### src/include/dcc_cfg.svh
/*
 * Constants for the dual comparator control block: register indices,
 * field positions, reset values and result pin positions.
 * Assumes inclusion by bare name from the design files.
 */
`ifndef DCC_CFG_SVH
`define DCC_CFG_SVH

// Register indices; byte address is four times the index
`define DCC_IDX_FLAG 8'h0c
`define DCC_IDX_CTRL 8'h1f
`define DCC_IDX_IEN 8'h8c
`define DCC_IDX_INTERRUPT_CONTROL_REG 8'h0b
`define DCC_IDX_DIR 8'h85
`define DCC_IDX_PORT 8'h05
// Field positions
`define DCC_BIT_C2 7
`define DCC_BIT_C1 6
`define DCC_BIT_CIS 3
`define DCC_BIT_CHG 6
`define DCC_BIT_GIE 7
`define DCC_BIT_PERIPHERAL_IRQ_ENABLE 6
`define DCC_BIT_SLEEP 0
// Reset values
`define DCC_RST_CTRL 4'h0
`define DCC_RST_DIR 5'h1f
`define DCC_RST_PORT 5'h00
// Port pins carrying comparator results
`define DCC_PIN_C1 3
`define DCC_PIN_C2 4

`endif

### src/include/dcc_pkg.sv
/*
 * Types shared by the dual comparator control block.
 * Assumes nothing of its surroundings.
 */
package dcc_pkg;
    // Comparator modes, encoded as the three mode bits
    typedef enum logic [2:0] {
        DCC_MODE_RESET = 3'h0,
        DCC_MODE_ONE = 3'h1,
        DCC_MODE_VREF = 3'h2,
        DCC_MODE_THREE = 3'h3,
        DCC_MODE_FOUR = 3'h4,
        DCC_MODE_FIVE = 3'h5,
        DCC_MODE_PINOUT = 3'h6,
        DCC_MODE_OFF = 3'h7
    } dcc_mode_t;
endpackage : dcc_pkg

### src/logic/dcc_top.sv
/*
 * Control and status logic around two analog comparators, APB slave.
 * Assumes analog comparators outside deliver raw results, and that the
 * analog front end obeys the mode, input switch and power-down outputs.
 */
`timescale 1ns/10ps
`default_nettype none
`include "dcc_cfg.svh"

module dcc_top (
    input wire logic pclk,
    input wire logic presetn,
    input wire logic psel,
    input wire logic penable,
    input wire logic pwrite,
    input wire logic [31:0] paddr,
    input wire logic [31:0] pwdata,
    output logic [31:0] prdata,
    output logic pready,
    output logic pslverr,
    input wire logic [1:0] cmp_raw,
    input wire logic [4:0] pin_in,
    output logic [4:0] pin_out,
    output logic [4:0] pin_oe,
    output logic [2:0] comparator_mode,
    output logic input_switch_select,
    output logic vref_to_positive,
    output logic comparators_on,
    output logic irq,
    output logic wake
);
    logic [3:0] ctrl_q;
    logic [1:0] latch_q;
    logic chg_q;
    logic cie_q;
    logic gie_q;
    logic peripheral_irq_enable_q;
    logic sleep_q;
    logic [4:0] dir_q;
    logic [4:0] port_q;
    logic [1:0] res;
    logic [4:0] pin_sync;
    logic [4:0] pin_s1_q;
    logic [4:0] pin_s2_q;
    logic [4:0] pin_s3_q;

    // Index decode shared by read and write paths
    function automatic logic hit(input logic [31:0] a, input logic [7:0] i);
        hit = (a[31:10] == 22'h0) && (a[9:2] == i) && (a[1:0] == 2'h0);
    endfunction : hit

    wire acc = psel & penable;
    wire wr = acc & pwrite;
    wire rd_setup = psel & ~penable & ~pwrite;
    wire h_ctrl = hit(paddr, `DCC_IDX_CTRL);
    wire h_flag = hit(paddr, `DCC_IDX_FLAG);
    wire h_ien = hit(paddr, `DCC_IDX_IEN);
    wire h_int = hit(paddr, `DCC_IDX_INTERRUPT_CONTROL_REG);
    wire h_dir = hit(paddr, `DCC_IDX_DIR);
    wire h_port = hit(paddr, `DCC_IDX_PORT);
    wire mapped = h_ctrl | h_flag | h_ien | h_int | h_dir | h_port;
    wire dcc_pkg::dcc_mode_t mode = dcc_pkg::dcc_mode_t'(ctrl_q[2:0]);

    // Always ready; unmapped addresses answer with an error
    assign pready = 1'b1;
    assign pslverr = acc & ~mapped;

    // Results are the synchronised comparator outputs, forced low when off
    dcc_sync u_sync (
        .pclk(pclk),
        .presetn(presetn),
        .async_in(cmp_raw),
        .sync_out(res)
    );

    // Pin inputs pass three flops, change counts when stages 2 and 3 agree
    always_ff @(posedge pclk or negedge presetn) begin
        if (!presetn) begin
            pin_s1_q <= 5'h00;
            pin_s2_q <= 5'h00;
            pin_s3_q <= 5'h00;
            pin_sync <= 5'h00;
        end else begin
            pin_s1_q <= pin_in;
            pin_s2_q <= pin_s1_q;
            pin_s3_q <= pin_s2_q;
            pin_sync <= (pin_s2_q & pin_s3_q)
                | (pin_sync & (pin_s2_q | pin_s3_q));
        end
    end

    // Analog front-end steering
    assign comparator_mode = ctrl_q[2:0];
    assign input_switch_select = ctrl_q[`DCC_BIT_CIS];
    assign vref_to_positive = (mode == dcc_pkg::DCC_MODE_VREF);
    // Off in mode 111 and in reset mode; presetn low also holds 000
    assign comparators_on = (mode != dcc_pkg::DCC_MODE_OFF)
        && (mode != dcc_pkg::DCC_MODE_RESET);

    // Result bits, high when positive input above negative
    wire [1:0] res_eff = comparators_on ? res : 2'h0;

    // Analog pin mask per mode: RA0..RA3 analog except off/pin modes
    wire [4:0] analog_mask =
        (mode == dcc_pkg::DCC_MODE_OFF) ? 5'h00 :
        (mode == dcc_pkg::DCC_MODE_PINOUT) ? 5'h07 :
        (mode == dcc_pkg::DCC_MODE_VREF) ? 5'h0f : 5'h0f;

    // Mode 110: pins three and four carry raw unsynchronised results
    wire pin_mux = (mode == dcc_pkg::DCC_MODE_PINOUT);
    always_comb begin
        pin_out = port_q;
        if (pin_mux) begin
            pin_out[`DCC_PIN_C1] = cmp_raw[0];
            pin_out[`DCC_PIN_C2] = cmp_raw[1];
        end
    end
    // Direction bit still gates the driver; analog pins never driven
    assign pin_oe = ~dir_q & ~analog_mask;

    // Mismatch between present results and latched copy
    wire mismatch = (res_eff != latch_q);
    wire ctrl_acc = acc & h_ctrl;
    wire flag_wr = wr & h_flag;

    // Latch results on any control access, otherwise hold
    always_ff @(posedge pclk or negedge presetn) begin
        if (!presetn) begin
            latch_q <= 2'h0;
        end else if (ctrl_acc) begin
            latch_q <= res_eff;
        end
    end

    // Flag: mismatch sets, set beats software clear; a change arriving
    // in the control access cycle is latched silently and lost
    wire chg_set = mismatch & ~ctrl_acc;
    always_ff @(posedge pclk or negedge presetn) begin
        if (!presetn) begin
            chg_q <= 1'b0;
        end else if (chg_set) begin
            chg_q <= 1'b1;
        end else if (flag_wr) begin
            chg_q <= pwdata[`DCC_BIT_CHG];
        end
    end

    // Control register: results bits not stored, writes ignored there
    always_ff @(posedge pclk or negedge presetn) begin
        if (!presetn) begin
            ctrl_q <= `DCC_RST_CTRL;
        end else if (wr & h_ctrl) begin
            ctrl_q <= pwdata[3:0];
        end
    end

    // Enables, sleep control, direction and port latch
    always_ff @(posedge pclk or negedge presetn) begin
        if (!presetn) begin
            cie_q <= 1'b0;
            gie_q <= 1'b0;
            peripheral_irq_enable_q <= 1'b0;
            sleep_q <= 1'b0;
            dir_q <= `DCC_RST_DIR;
            port_q <= `DCC_RST_PORT;
        end else begin
            if (wr & h_ien) begin
                cie_q <= pwdata[`DCC_BIT_CHG];
                sleep_q <= pwdata[`DCC_BIT_SLEEP];
            end else if (wake) begin
                sleep_q <= 1'b0;
            end
            if (wr & h_int) begin
                gie_q <= pwdata[`DCC_BIT_GIE];
                peripheral_irq_enable_q <= pwdata[`DCC_BIT_PERIPHERAL_IRQ_ENABLE];
            end
            if (wr & h_dir) begin
                dir_q <= pwdata[4:0];
            end
            if (wr & h_port) begin
                port_q <= pwdata[4:0];
            end
        end
    end

    // Interrupt needs all three enables; wake needs only cie_q, not the other two
    assign irq = chg_q & cie_q & peripheral_irq_enable_q & gie_q;
    assign wake = sleep_q & chg_q & cie_q;

    // Read mux; analog pins read zero
    wire [4:0] port_rd = pin_sync & ~analog_mask;
    wire [7:0] ctrl_rd = {res_eff[1], res_eff[0], 2'h0, ctrl_q};
    wire [7:0] rd_byte =
        h_ctrl ? ctrl_rd :
        h_flag ? {1'b0, chg_q, 6'h00} :
        h_ien ? {1'b0, cie_q, 5'h00, sleep_q} :
        h_int ? {gie_q, peripheral_irq_enable_q, 6'h00} :
        h_dir ? {3'h0, dir_q} :
        h_port ? {3'h0, port_rd} : 8'h00;

    // Read data loaded at the setup edge, so it stands at the access edge
    // where the master takes it with zero wait states
    always_ff @(posedge pclk or negedge presetn) begin
        if (!presetn) begin
            prdata <= 32'h0000_0000;
        end else if (rd_setup) begin
            prdata <= {24'h00_0000, rd_byte};
        end
    end

    // Checks
    property p_irq_gate;
        @(posedge pclk) disable iff (!presetn)
        irq |-> (chg_q && cie_q && peripheral_irq_enable_q && gie_q);
    endproperty
    a_irq_gate: assert property (p_irq_gate) else $error("irq without enables");

    property p_mismatch_sets;
        @(posedge pclk) disable iff (!presetn)
        (mismatch && !ctrl_acc) |=> chg_q;
    endproperty
    a_mismatch_sets: assert property (p_mismatch_sets) else $error("flag not set");

    property p_mismatch_holds;
        @(posedge pclk) disable iff (!presetn)
        (mismatch && !ctrl_acc && flag_wr) |=> chg_q;
    endproperty
    a_mismatch_holds: assert property (p_mismatch_holds) else $error("clear won");

    property p_latch;
        @(posedge pclk) disable iff (!presetn)
        ctrl_acc |=> (latch_q == $past(res_eff));
    endproperty
    a_latch: assert property (p_latch) else $error("no latch on access");

    property p_clear;
        @(posedge pclk) disable iff (!presetn)
        (flag_wr && !mismatch) |=> (chg_q == $past(pwdata[6]));
    endproperty
    a_clear: assert property (p_clear) else $error("flag write lost");

    property p_vref;
        @(posedge pclk) disable iff (!presetn)
        vref_to_positive |-> (comparator_mode == 3'h2);
    endproperty
    a_vref: assert property (p_vref) else $error("vref route wrong");

    property p_pin_oe;
        @(posedge pclk) disable iff (!presetn)
        (pin_mux && dir_q[3]) |-> !pin_oe[3];
    endproperty
    a_pin_oe: assert property (p_pin_oe) else $error("driver ignores dir");

    property p_off;
        @(posedge pclk) disable iff (!presetn)
        (comparator_mode == 3'h7) |-> (!comparators_on && res_eff == 2'h0);
    endproperty
    a_off: assert property (p_off) else $error("off mode active");

    property p_irq_level;
        @(posedge pclk) disable iff (!presetn)
        (chg_q && cie_q && peripheral_irq_enable_q && gie_q) |-> irq;
    endproperty
    a_irq_level: assert property (p_irq_level) else $error("irq missing");

    property p_pin_raw;
        @(posedge pclk) disable iff (!presetn)
        pin_mux |-> ((pin_out[`DCC_PIN_C1] == cmp_raw[0])
            && (pin_out[`DCC_PIN_C2] == cmp_raw[1]));
    endproperty
    a_pin_raw: assert property (p_pin_raw) else $error("pin not raw");

    // Read data of the port must hide every analog pin
    property p_port_zero;
        @(posedge pclk) disable iff (!presetn)
        (rd_setup && h_port) |=> ((prdata[4:0] & $past(analog_mask)) == 5'h00);
    endproperty
    a_port_zero: assert property (p_port_zero) else $error("analog pin read");
endmodule : dcc_top
`default_nettype wire

### src/logic/dcc_sync.sv
/*
 * Three-stage synchroniser for the two comparator results.
 * Assumes asynchronous analog comparator outputs on pclk.
 */
`timescale 1ns/10ps
`default_nettype none
module dcc_sync (
    input wire logic pclk,
    input wire logic presetn,
    input wire logic [1:0] async_in,
    output logic [1:0] sync_out
);
    logic [1:0] s1_q;
    logic [1:0] s2_q;
    logic [1:0] s3_q;

    // A change counts only once stages two and three agree
    always_ff @(posedge pclk or negedge presetn) begin
        if (!presetn) begin
            s1_q <= 2'h0;
            s2_q <= 2'h0;
            s3_q <= 2'h0;
            sync_out <= 2'h0;
        end else begin
            s1_q <= async_in;
            s2_q <= s1_q;
            s3_q <= s2_q;
            sync_out <= (s2_q & s3_q) | (sync_out & (s2_q | s3_q));
        end
    end
endmodule : dcc_sync
`default_nettype wire

### config.mk
export PLATFORM = sky130hd
export DESIGN_NAME = dcc_top
export DESIGN_NICKNAME = d
export VERILOG_FILES = /design/src/include/dcc_pkg.sv /design/src/logic/dcc_top.sv /design/src/logic/dcc_sync.sv
export VERILOG_INCLUDE_DIRS = /design/src /design/src/include
export SDC_FILE = /design/constraint.sdc
export NUM_CORES = 1
export LEC_CHECK = 0
export ABC_AREA = 0
export BUFFER_PORTS_ARGS = -buffer_cell sky130_fd_sc_hd__clkbuf_2
export CORE_MARGIN = 2
export CORE_UTILIZATION = 30
export DETAILED_ROUTE_END_ITERATION = 8
export PLACE_DENSITY = 0.64
export SETUP_SLACK_MARGIN = 0.4
export SYNTH_ARGS = -nofsm -noshare
export SYNTH_HDL_FRONTEND = slang
export SYNTH_SLANG_ARGS = --single-unit
### constraint.sdc
create_clock -name pclk -period 2 [get_ports pclk]
set_input_delay 0.3 -clock pclk [delete_from_list [all_inputs] [get_ports pclk]]
set_output_delay 0.3 -clock pclk [all_outputs]
set_load 0.01 [all_outputs]
==> impl_metrics.toml, run 1 <==
[place]
place_congestion = 0.774
port-buffer-count = 76
dpl.hpwl_um = 4800

[clock_network]
worstSkewPairLatency_ps = 310
cts_tree = "yes"
cts_num_sinks = 56
clockBufferDepth = 2
cts_buffers = 5
cts_max_level = 2
cts-root-buf = "clkbuf_8"
clkTransAtPathRegs_ps = 100

[worst_setup_path]
cp.required_ps = 1700
slowest_stage = "or3b_4"
worstSetupPathType = "input pin to primary output"
worstRegToRegCells = 6
timing.critical_path.from = "paddr[1]"
r2r_start = "ctrl_q[1]$_DFFE_PN0P_"
cpMostUsedCell = "buf_6"
worstReg2RegEnd = "prdata[6]$_DFFE_PN0P_"
worstPathMaxFanout = 2
critPathCapture = "pslverr"
r2r_slack_ps = 430
slowest_delay_ps = 390
cp_data_arrival_time_ps = 1590
start_kind = "input pin"
cp_cell_sequence = "buf_6, or3b_4, buf_6, nor4_4, inv_2, buf_6, nand3_2, a21oi_2, clkbuf_2"
endpoint_kind = "primary output"

[synthesis]
yosys.area_share.simple = 0.170
synth_xor_area_frac = 0.00333
synth_area_um2 = 2630
synth_edf_count = 0
ys_ff_latch = 56
synth_top_family_by_area = "simple AND/OR/NAND/NOR gates"
synthCells = 223
synth_adder_area_share = 0.0267
yosysWarnings = 0
synth_compound_area_frac = 0.0643
yosys-mux-area-fraction = 0.101
synthArstFlopShare = 1.00
synth_seq_area_share = 0.536
syn_area_per_cell_um2 = 11.8
post_synth_num_cell_types = 49
ys.flop_type = "dfrtp_1"

[power_and_ir_drop]
power.density_nw_per_um2 = 530
ir_drop_mv = 0.372
p_leak_nw = 1.87

[floorplanning]
start_util = 0.306
fp.dieH_um = 97.6
ioPinCount = 128
fp.dieW_um = 97.6
fp-row-count = 34
die-area_um2 = 9520
core_um2 = 8590

[sta]
hold_ws_ps = 87.6
grt_setup_unrepaired = "yes"
finalHoldViolations = 0
fin_skew_ps = 9.01
setup-violations-final = 0
fin_crit_sh = 0.946
report.final.slew_viol_count = 0
fin_crit_ps = 1890
fmax_ghz = 0.528
fin_tns_setup_ps = 0

[cells_and_area]
insertedDiodeCount = 0
area_growth_pct = 46.5
layout.cells.most_common_list = "64 x clkbuf_2, 48 x dfrtp_1, 26 x conb_1, 26 x buf_6, 23 x buf_4"
nFillCells = 794
multi_input_area_um2 = 1370
final_common_cell = "clkbuf_2"
regArea_um2 = 1410
drive_gt1_frac = 0.575
fin_nets = 414

[min_path]
holdCritPathClass = "input pin to flip-flop"

[run]
cap_violations = 0

[routing]
ant_nets = 0
drtPass1Iterations = 4
vias_per_cell = 4.79
wirelength_um = 6820
num_vias = 2143
drc = 0
drt_iter0_markers = 64
post_drt_wl_per_cell_um = 15.3

[grt]
grt_overflow_total = 0
grt_pass1_wl_um = 10500
antenna_found_initial = 0
grt_start_max_net_pins = 57
grt_pass1_vias = 2144
grt_usage = 0.137

[outcome]
outcome = "completed"
registers in the layout, indices dropped and copies added, names as in the netlist:
| signal | cells |
|---|---|
| pin_s2_q | 5 |
| latch_q | 2 |
| pin_s3_q | 5 |
| u_sync.sync_out | 2 |
| pin_s1_q | 5 |
| sleep_q | 1 |
| u_sync.s1_q | 2 |
| cie_q | 1 |
| port_q | 5 |
| peripheral_irq_enable_q | 1 |
| prdata | 7 |
| u_sync.s2_q | 2 |
| pin_sync | 5 |
| ctrl_q | 4 |
| chg_q | 1 |
| dir_q | 5 |
| gie_q | 1 |
| u_sync.s3_q | 2 |
metrics by stage:
stage               std cells  cell area [µm²]  worst slack, ps  utilization  total power (W)
CTS                       437             3590             94.3        0.418          0.00205
finish                    447             3850              108        0.448          0.00204
detailed placement        418             3280             -220        0.382          0.00139
global placement          418             3280             -205        0.382          0.00138
floorplan                 247             2860            -32.8            -          0.00131
global route              447             3850             33.5        0.448          0.00212
layout make-up:
class	count	share of cell area
inverter	3	0.00293
clock inverter	3	0.00716
clock buffer	5	0.0179
tap	108	0.0351
sequential	56	0.367
multi-input combinational	155	0.355
timing repair buffer	117	0.215
synthesized netlist by cell type (2+ instances only):
library cell  instances  share of area
dfrtp_1              51           0.49
buf_4                29          0.083
mux2_2               20          0.086
nand2_1              16          0.023
nor2_1               10          0.014
maj3_1                7          0.027
nor3_1                7          0.013
nor4_1                7          0.017
and3_1                6          0.014
o21ai_0               6          0.011
dfstp_2               5          0.050
a21oi_1               4         0.0076
a221oi_1              4          0.013
clkbuf_1              3         0.0043
inv_1                 3         0.0043
nand3_1               3         0.0057
a22oi_1               2         0.0057
and2_1                2         0.0048
and3b_1               2         0.0067
conb_1                2         0.0029
mux2_4                2          0.011
nand4b_1              2         0.0067
nor3b_1               2         0.0057
o41ai_1               2         0.0067
or3_1                 2         0.0048
where the power goes:
group	switching [W]	internal, W	total (W)
sequential	0.0000204	0.00117	0.00119
combinational	0.000109	0.0000852	0.000195
clock	0.000398	0.000258	0.000656
total	0.000527	0.00151	0.00204
worst max-delay path, delay by kind of cell:
kind | cells | cell delay (ps)
buffers and inverters | 5 | 570
AO/OA/AOI/OAI | 1 | 60
AND/OR/NAND/NOR | 3 | 660
repair_timing:
action | 4_1_cts | 5_1_grt
resized for setup | 32 | 46
hold endpoints to repair | 51 | 0
endpoints found under the setup margin | 35 | 36
pin swaps | 14 | 20
hold buffers | 1 | 0
setup buffers | 10 | 10
worst min path at each step:
stage | startpoint | to | slack, ps | cells past startpoint
floorplan | presetn | chg_q$_DFFE_PN0P_ | 4 | 0
global placement | presetn | pin_s1_q[1]$_DFF_PN0_ | 320 | 2
detailed placement | presetn | pin_s1_q[1]$_DFF_PN0_ | 320 | 2
CTS | pin_in[2] | pin_s1_q[2]$_DFF_PN0_ | 70 | 1
global route | pin_in[2] | pin_s1_q[2]$_DFF_PN0_ | 70 | 1
finish | pin_in[0] | pin_s1_q[0]$_DFF_PN0_ | 90 | 1
layer usage:
metal | vias to the layer above | GRT usage | routed length, µm
li1 | 978 | - | -
met1 | 1059 | 0.178 | 2820
met2 | 96 | 0.235 | 3470
met3 | 10 | 0.0317 | 449
met4 | 0 | 0.0288 | 76
met5 | - | 0 | 0
logic make-up after synthesis:
group / after synthesis
AND/OR/NAND/NOR: 74
flip-flops: 56
buffers and inverters: 36
AO/OA/AOI/OAI: 24
multiplexers: 23
adder cells (fa/ha/maj): 7
other: 2
XOR/XNOR: 1
Note: power is estimated with default switching activity, not from simulation.
==> run 2, diff against run 1 <==
- PLACE_DENSITY: 0.64 -> 0.54
==> run 2 against run 1 <==
First-iteration DRC count increased by 19%. Hold slack about the same. Clock-buffer cell count increased by 1. Utilization increased by 0.28 points. Sequential share of layout area decreased by 0.23 points. Via count decreased by 2.4%. Design area increased by 0.62%. Clock skew decreased by 1.6 ps. Cell count increased by 0.67%. Worst setup slack improved by 28 ps. Critical endpoint unchanged.
==> impl_metrics.toml, run 2 (synthesis results as in run 1) <==
[cells_and_area]
regArea_um2 = 1410
fin_nets = 417
largest_reg_flops = 7
largest-register = "prdata"
layout.cells.most_common_list = "70 x clkbuf_2, 48 x dfrtp_1, 26 x conb_1, 24 x buf_4, 22 x buf_6"
final_common_cell = "clkbuf_2"
insertedDiodeCount = 0
final_util = 0.450
nFillCells = 812
multi_input_area_um2 = 1400
area_growth_pct = 47.4
drive_gt1_frac = 0.591

[floorplanning]
ioPinCount = 128
core_um2 = 8590
die-area_um2 = 9520
fp-row-count = 34
fp.dieW_um = 97.6
start_util = 0.306
fp.dieH_um = 97.6

[sta]
report.final.slew_viol_count = 0
grt_setup_unrepaired = "yes"
fin_skew_ps = 7.46
hold_ws_ps = 87.8
setup-violations-final = 0
finalHoldViolations = 0
fin_crit_ps = 1860
fmax_ghz = 0.536
fin_crit_sh = 0.932

[clock_network]
cts_num_sinks = 56
cts_max_level = 2
cts-root-buf = "clkbuf_8"
cts_tree = "yes"
clkTransAtPathRegs_ps = 100
clockBufferDepth = 2
cts_buffers = 5
worstSkewPairLatency_ps = 310

[routing]
vias_per_cell = 4.65
ant_nets = 0
drt_iter0_markers = 76
num_vias = 2092
drtPass1Iterations = 4
wirelength_um = 6550
post_drt_wl_per_cell_um = 14.6
drc = 0

[min_path]
holdCritPathClass = "input pin to flip-flop"

[grt]
grt_start_max_net_pins = 57
grt_pass1_vias = 2116
antenna_found_initial = 0
grt_overflow_total = 0
grt_pass1_wl_um = 10500
grt_usage = 0.137

[power_and_ir_drop]
comb_power_share = 0.098
swShare = 0.248
power.density_nw_per_um2 = 516
ir_drop_mv = 0.361
p_leak_nw = 1.86
sequentialPowerShare = 0.595
power_switching_w = 0.000495
p_int_w = 0.00150
p_clk_frac = 0.308

[worst_setup_path]
cp_data_arrival_time_ps = 1560
r2r_slack_ps = 400
critPathCapture = "pslverr"
worstRegToRegCells = 7
crit_cells = 9
r2r_start = "ctrl_q[1]$_DFFE_PN0P_"
worstPathMaxFanout = 2
worstSetupPathType = "input pin to primary output"
cp.required_ps = 1700
slowest_delay_ps = 400
cp_cell_sequence = "clkbuf_2, or3b_4, buf_6, nor4_4, inv_2, buf_6, nand3_2, a21oi_2, clkbuf_2"
start_kind = "input pin"
slowest_stage = "or3b_4"
timing.critical_path.from = "paddr[0]"
path_delay_family = "simple AND/OR/NAND/NOR gates"
endpoint_kind = "primary output"
worstReg2RegEnd = "chg_q$_DFFE_PN0P_"
crit_buf_inv = 5

[run]
cap_violations = 0

[outcome]
outcome = "completed"

[place]
place_congestion = 0.766
port-buffer-count = 76
dpl.hpwl_um = 4770
## run 2: power groups by stage
stage	clock network [W]	logic, W	registers [W]
after floorplan	0	0.000102	0.00120
after global placement	0	0.000173	0.00121
after detailed placement	0	0.000177	0.00121
after CTS	0.000642	0.000187	0.00119
after global routing	0.000694	0.000215	0.00119
final	0.000614	0.000195	0.00119
## run 2: worst register-to-register path: cells and delay by family (launching register included)
family	cells	cell delay (ps)
AO/OA/AOI/OAI	3	500
buffers and inverters	2	270
flip-flops	1	450
AND/OR/NAND/NOR	2	320
## run 2: repair_timing
action / 4_1_cts / 5_1_grt
cloned: 0 / 0
endpoints found under the hold margin: 51 / 0
buffers inserted: 18 / 5
endpoints found under the setup margin: 35 / 36
hold buffers: 1 / 0
pin swaps: 20 / 16
resized for setup: 43 / 31
## run 2: layer usage
layer | part of all wire | routed length (µm) | vias up | global-route usage
met5 | 0 | 0 | - | 0
met4 | 0.012 | 78 | 0 | 0.0342
met3 | 0.059 | 389 | 9 | 0.0302
met2 | 0.50 | 3270 | 80 | 0.232
met1 | 0.43 | 2810 | 1015 | 0.179
li1 | - | - | 988 | -
## run 2: area by class of cell
cell class                 instances  area share
tap                              108      0.0349
sequential                        56       0.365
clock inverter                     2     0.00420
clock buffer                       6      0.0188
timing repair buffer             120       0.214
inverter                           3     0.00291
multi-input combinational        155       0.360
## run 2: per-stage QoR
step / instance area (µm²) / TNS [ps] / cells / setup WS [ps] / total power, W
2_1_floorplan: 2860 / -72.6 / 247 / -32.8 / 0.00131
3_3_place_gp: 3280 / -1640 / 418 / -260 / 0.00138
3_5_place_dp: 3280 / -1870 / 418 / -269 / 0.00139
4_1_cts: 3700 / 0 / 445 / 148 / 0.00202
5_1_grt: 3870 / 0 / 450 / 97.1 / 0.00210
6_report: 3870 / 0 / 450 / 135 / 0.00200
## run 2: worst min path at each step
stage,from,end,slack [ps],depth (start not counted)
CTS,pin_in[2],pin_s1_q[2]$_DFF_PN0_,70,1
global route,pin_in[4],pin_s1_q[4]$_DFF_PN0_,70,1
finish,pin_in[3],pin_s1_q[3]$_DFF_PN0_,90,1
global placement,presetn,pin_s1_q[2]$_DFF_PN0_,320,2
floorplan,presetn,chg_q$_DFFE_PN0P_,4,0
detailed placement,presetn,pin_s1_q[2]$_DFF_PN0_,330,2
==> run 3, diff against run 2 <==
- CORE_UTILIZATION: 30 -> 28
- PLACE_DENSITY: 0.54 -> 0.51
==> run 3 against run 2 <==
Combinational power shrank 4%. Fmax grew 1.3%. Routed wire length grew 2.0%. Critical path depth shrank 4. First-iteration DRC count rose by 6.6%. Worst setup slack improved by 24 ps. Sequential share of layout area rose by 0.12 points. Sequential power is essentially flat. Hold slack lost 2.3 ps. Sequential cell count is the same. Critical path type is now input pin to flip-flop.
==> impl_metrics.toml, run 3 (synthesis results as in run 1) <==
[outcome]
outcome = "completed"

[floorplanning]
fp.dieW_um = 101
core_um2 = 9150
die-area_um2 = 10200
start_util = 0.287
ioPinCount = 128
fp.dieH_um = 101
fp-row-count = 35

[clock_network]
worstSkewPairLatency_ps = 310
cts_buffers = 5
clockBufferDepth = 2
clkTransAtPathRegs_ps = 100
cts_max_level = 2
cts_num_sinks = 56
cts-root-buf = "clkbuf_8"
cts_tree = "yes"

[power_and_ir_drop]
p_leak_nw = 1.85
power.density_nw_per_um2 = 554
ir_drop_mv = 0.391

[sta]
fin_crit_ps = 1840
fmax_ghz = 0.543
grt_setup_unrepaired = "yes"
fin_skew_ps = 3.26
report.final.slew_viol_count = 0
setup-violations-final = 0
fin_crit_sh = 0.920
finalHoldViolations = 0

[routing]
num_vias = 2078
wirelength_um = 6680
drt_iter0_markers = 81
post_drt_wl_per_cell_um = 14.9
drc = 0
ant_nets = 0
drtPass1Iterations = 4
vias_per_cell = 4.64

[worst_setup_path]
worstRegToRegCells = 4
cp.required_ps = 2210
slowest_stage = "or4_4"
endpoint_kind = "flip-flop"
start_kind = "input pin"
worstSetupPathType = "input pin to flip-flop"
r2r_start = "chg_q$_DFFE_PN0P_"
cp_data_arrival_time_ps = 2050
slowest_delay_ps = 540
worstReg2RegEnd = "prdata[6]$_DFFE_PN0P_"
r2r_slack_ps = 460
cp_cell_sequence = "buf_6, or3b_4, or3_4, or4_4, mux2_4"
worstPathMaxFanout = 3

[cells_and_area]
insertedDiodeCount = 0
nFillCells = 881
drive_gt1_frac = 0.588
largest_reg_flops = 7
final_area_um2 = 3860
layout.cells.most_common_list = "66 x clkbuf_2, 48 x dfrtp_1, 26 x conb_1, 22 x buf_4, 19 x buf_6"
largest-register = "prdata"
fin_nets = 412
final_common_cell = "clkbuf_2"
final_cells = 448
area_growth_pct = 46.9

[min_path]
holdCritPathClass = "input pin to flip-flop"
hold_depth = 1
min-delay-start = "pin_in[3]"
hold_end = "pin_s1_q[3]$_DFF_PN0_"

[place]
place_area_um2 = 3280
dpl.cell_count = 419
dpl.hpwl_um = 4750
port-buffer-count = 76
place_congestion = 0.754

[grt]
grt_usage = 0.127
grt_pass1_wl_um = 9960
grt.busiest_layer = "met2"
grt_start_max_net_pins = 57
grt_overflow_total = 0
met3_usage = 0.0340
grtUsageMet1 = 0.164
gr-usage-met2 = 0.216
antenna_found_initial = 0
grt_pass1_vias = 1969

[run]
cap_violations = 0
run 3: cell count changes in the layout (fill, tap and decap cells not counted), sizes merged:
| cell | previous run | this run |
|---|---|---|
| clkbuf | 76 | 71 |
| inv | 3 | 4 |
| buf | 49 | 48 |
| clkinvlp | 1 | 0 |
| bufinv | 0 | 1 |
run 3: timing repair:
| action | 4_1_cts | 5_1_grt |
|---|---|---|
| setup buffers | 12 | 8 |
| hold buffers | 1 | 0 |
| pin swaps | 18 | 19 |
| setup endpoints to repair | 33 | 37 |
| gates resized for setup | 32 | 42 |
| hold endpoints to repair | 51 | 0 |
run 3: final cells by class:
type	instances	area [µm²]	area share
Inverter	3	11.3	0.00292
Multi-Input combinational cell	155	1380	0.358
Sequential cell	56	1410	0.366
Tap cell	111	139	0.0360
Timing Repair Buffer	115	800	0.207
Clock buffer	5	68.8	0.0178
Clock inverter	3	46.3	0.0120
run 3: stage by stage:
stage | util | total power, W | setup slack (ps) | hold WS (ps) | TNS, ps
after floorplan | - | 0.00131 | -32.8 | 4.41 | -72.6
after global placement | 0.359 | 0.00138 | -219 | 325 | -1230
after detailed placement | 0.359 | 0.00138 | -216 | 328 | -1130
after CTS | 0.397 | 0.00216 | 171 | 74.8 | 0
after global routing | 0.421 | 0.00224 | 141 | 65.7 | 0
final | 0.421 | 0.00214 | 159 | 85.5 | 0
run 3: how the worst max path moves through the flow:
| stage | start | cells past startpoint | to | slack (ps) |
|---|---|---|---|---|
| floorplan | paddr[1] | 4 | gie_q$_DFFE_PN0P_ | -30 |
| global placement | paddr[26] | 6 | peripheral_irq_enable_q$_DFFE_PN0P_ | -220 |
| detailed placement | paddr[26] | 6 | gie_q$_DFFE_PN0P_ | -220 |
| CTS | paddr[0] | 5 | gie_q$_DFFE_PN0P_ | 170 |
| global route | paddr[0] | 8 | pslverr | 140 |
| finish | paddr[0] | 5 | gie_q$_DFFE_PN0P_ | 160 |
run 3: worst max-delay path: cells and delay by family:
family	cells	cell delay, ps
buf+inv	1	100
mux	1	310
simple gates	3	1350
run 3: power by group:
| part | internal, W | total (W) | switching, W | leakage (nW) |
|---|---|---|---|---|
| logic | 0.0000801 | 0.000187 | 0.000107 | 1.10 |
| registers | 0.00117 | 0.00119 | 0.0000191 | 0.689 |
| clock network | 0.000380 | 0.000764 | 0.000384 | 0.0600 |
run 3: routing by layer:
| metal | wire length, µm | vias up |
|---|---|---|
| met5 | 0 | - |
| met4 | 80 | 0 |
| met3 | 356 | 12 |
| met2 | 3320 | 77 |
| met1 | 2920 | 1015 |
| li1 | - | 974 |
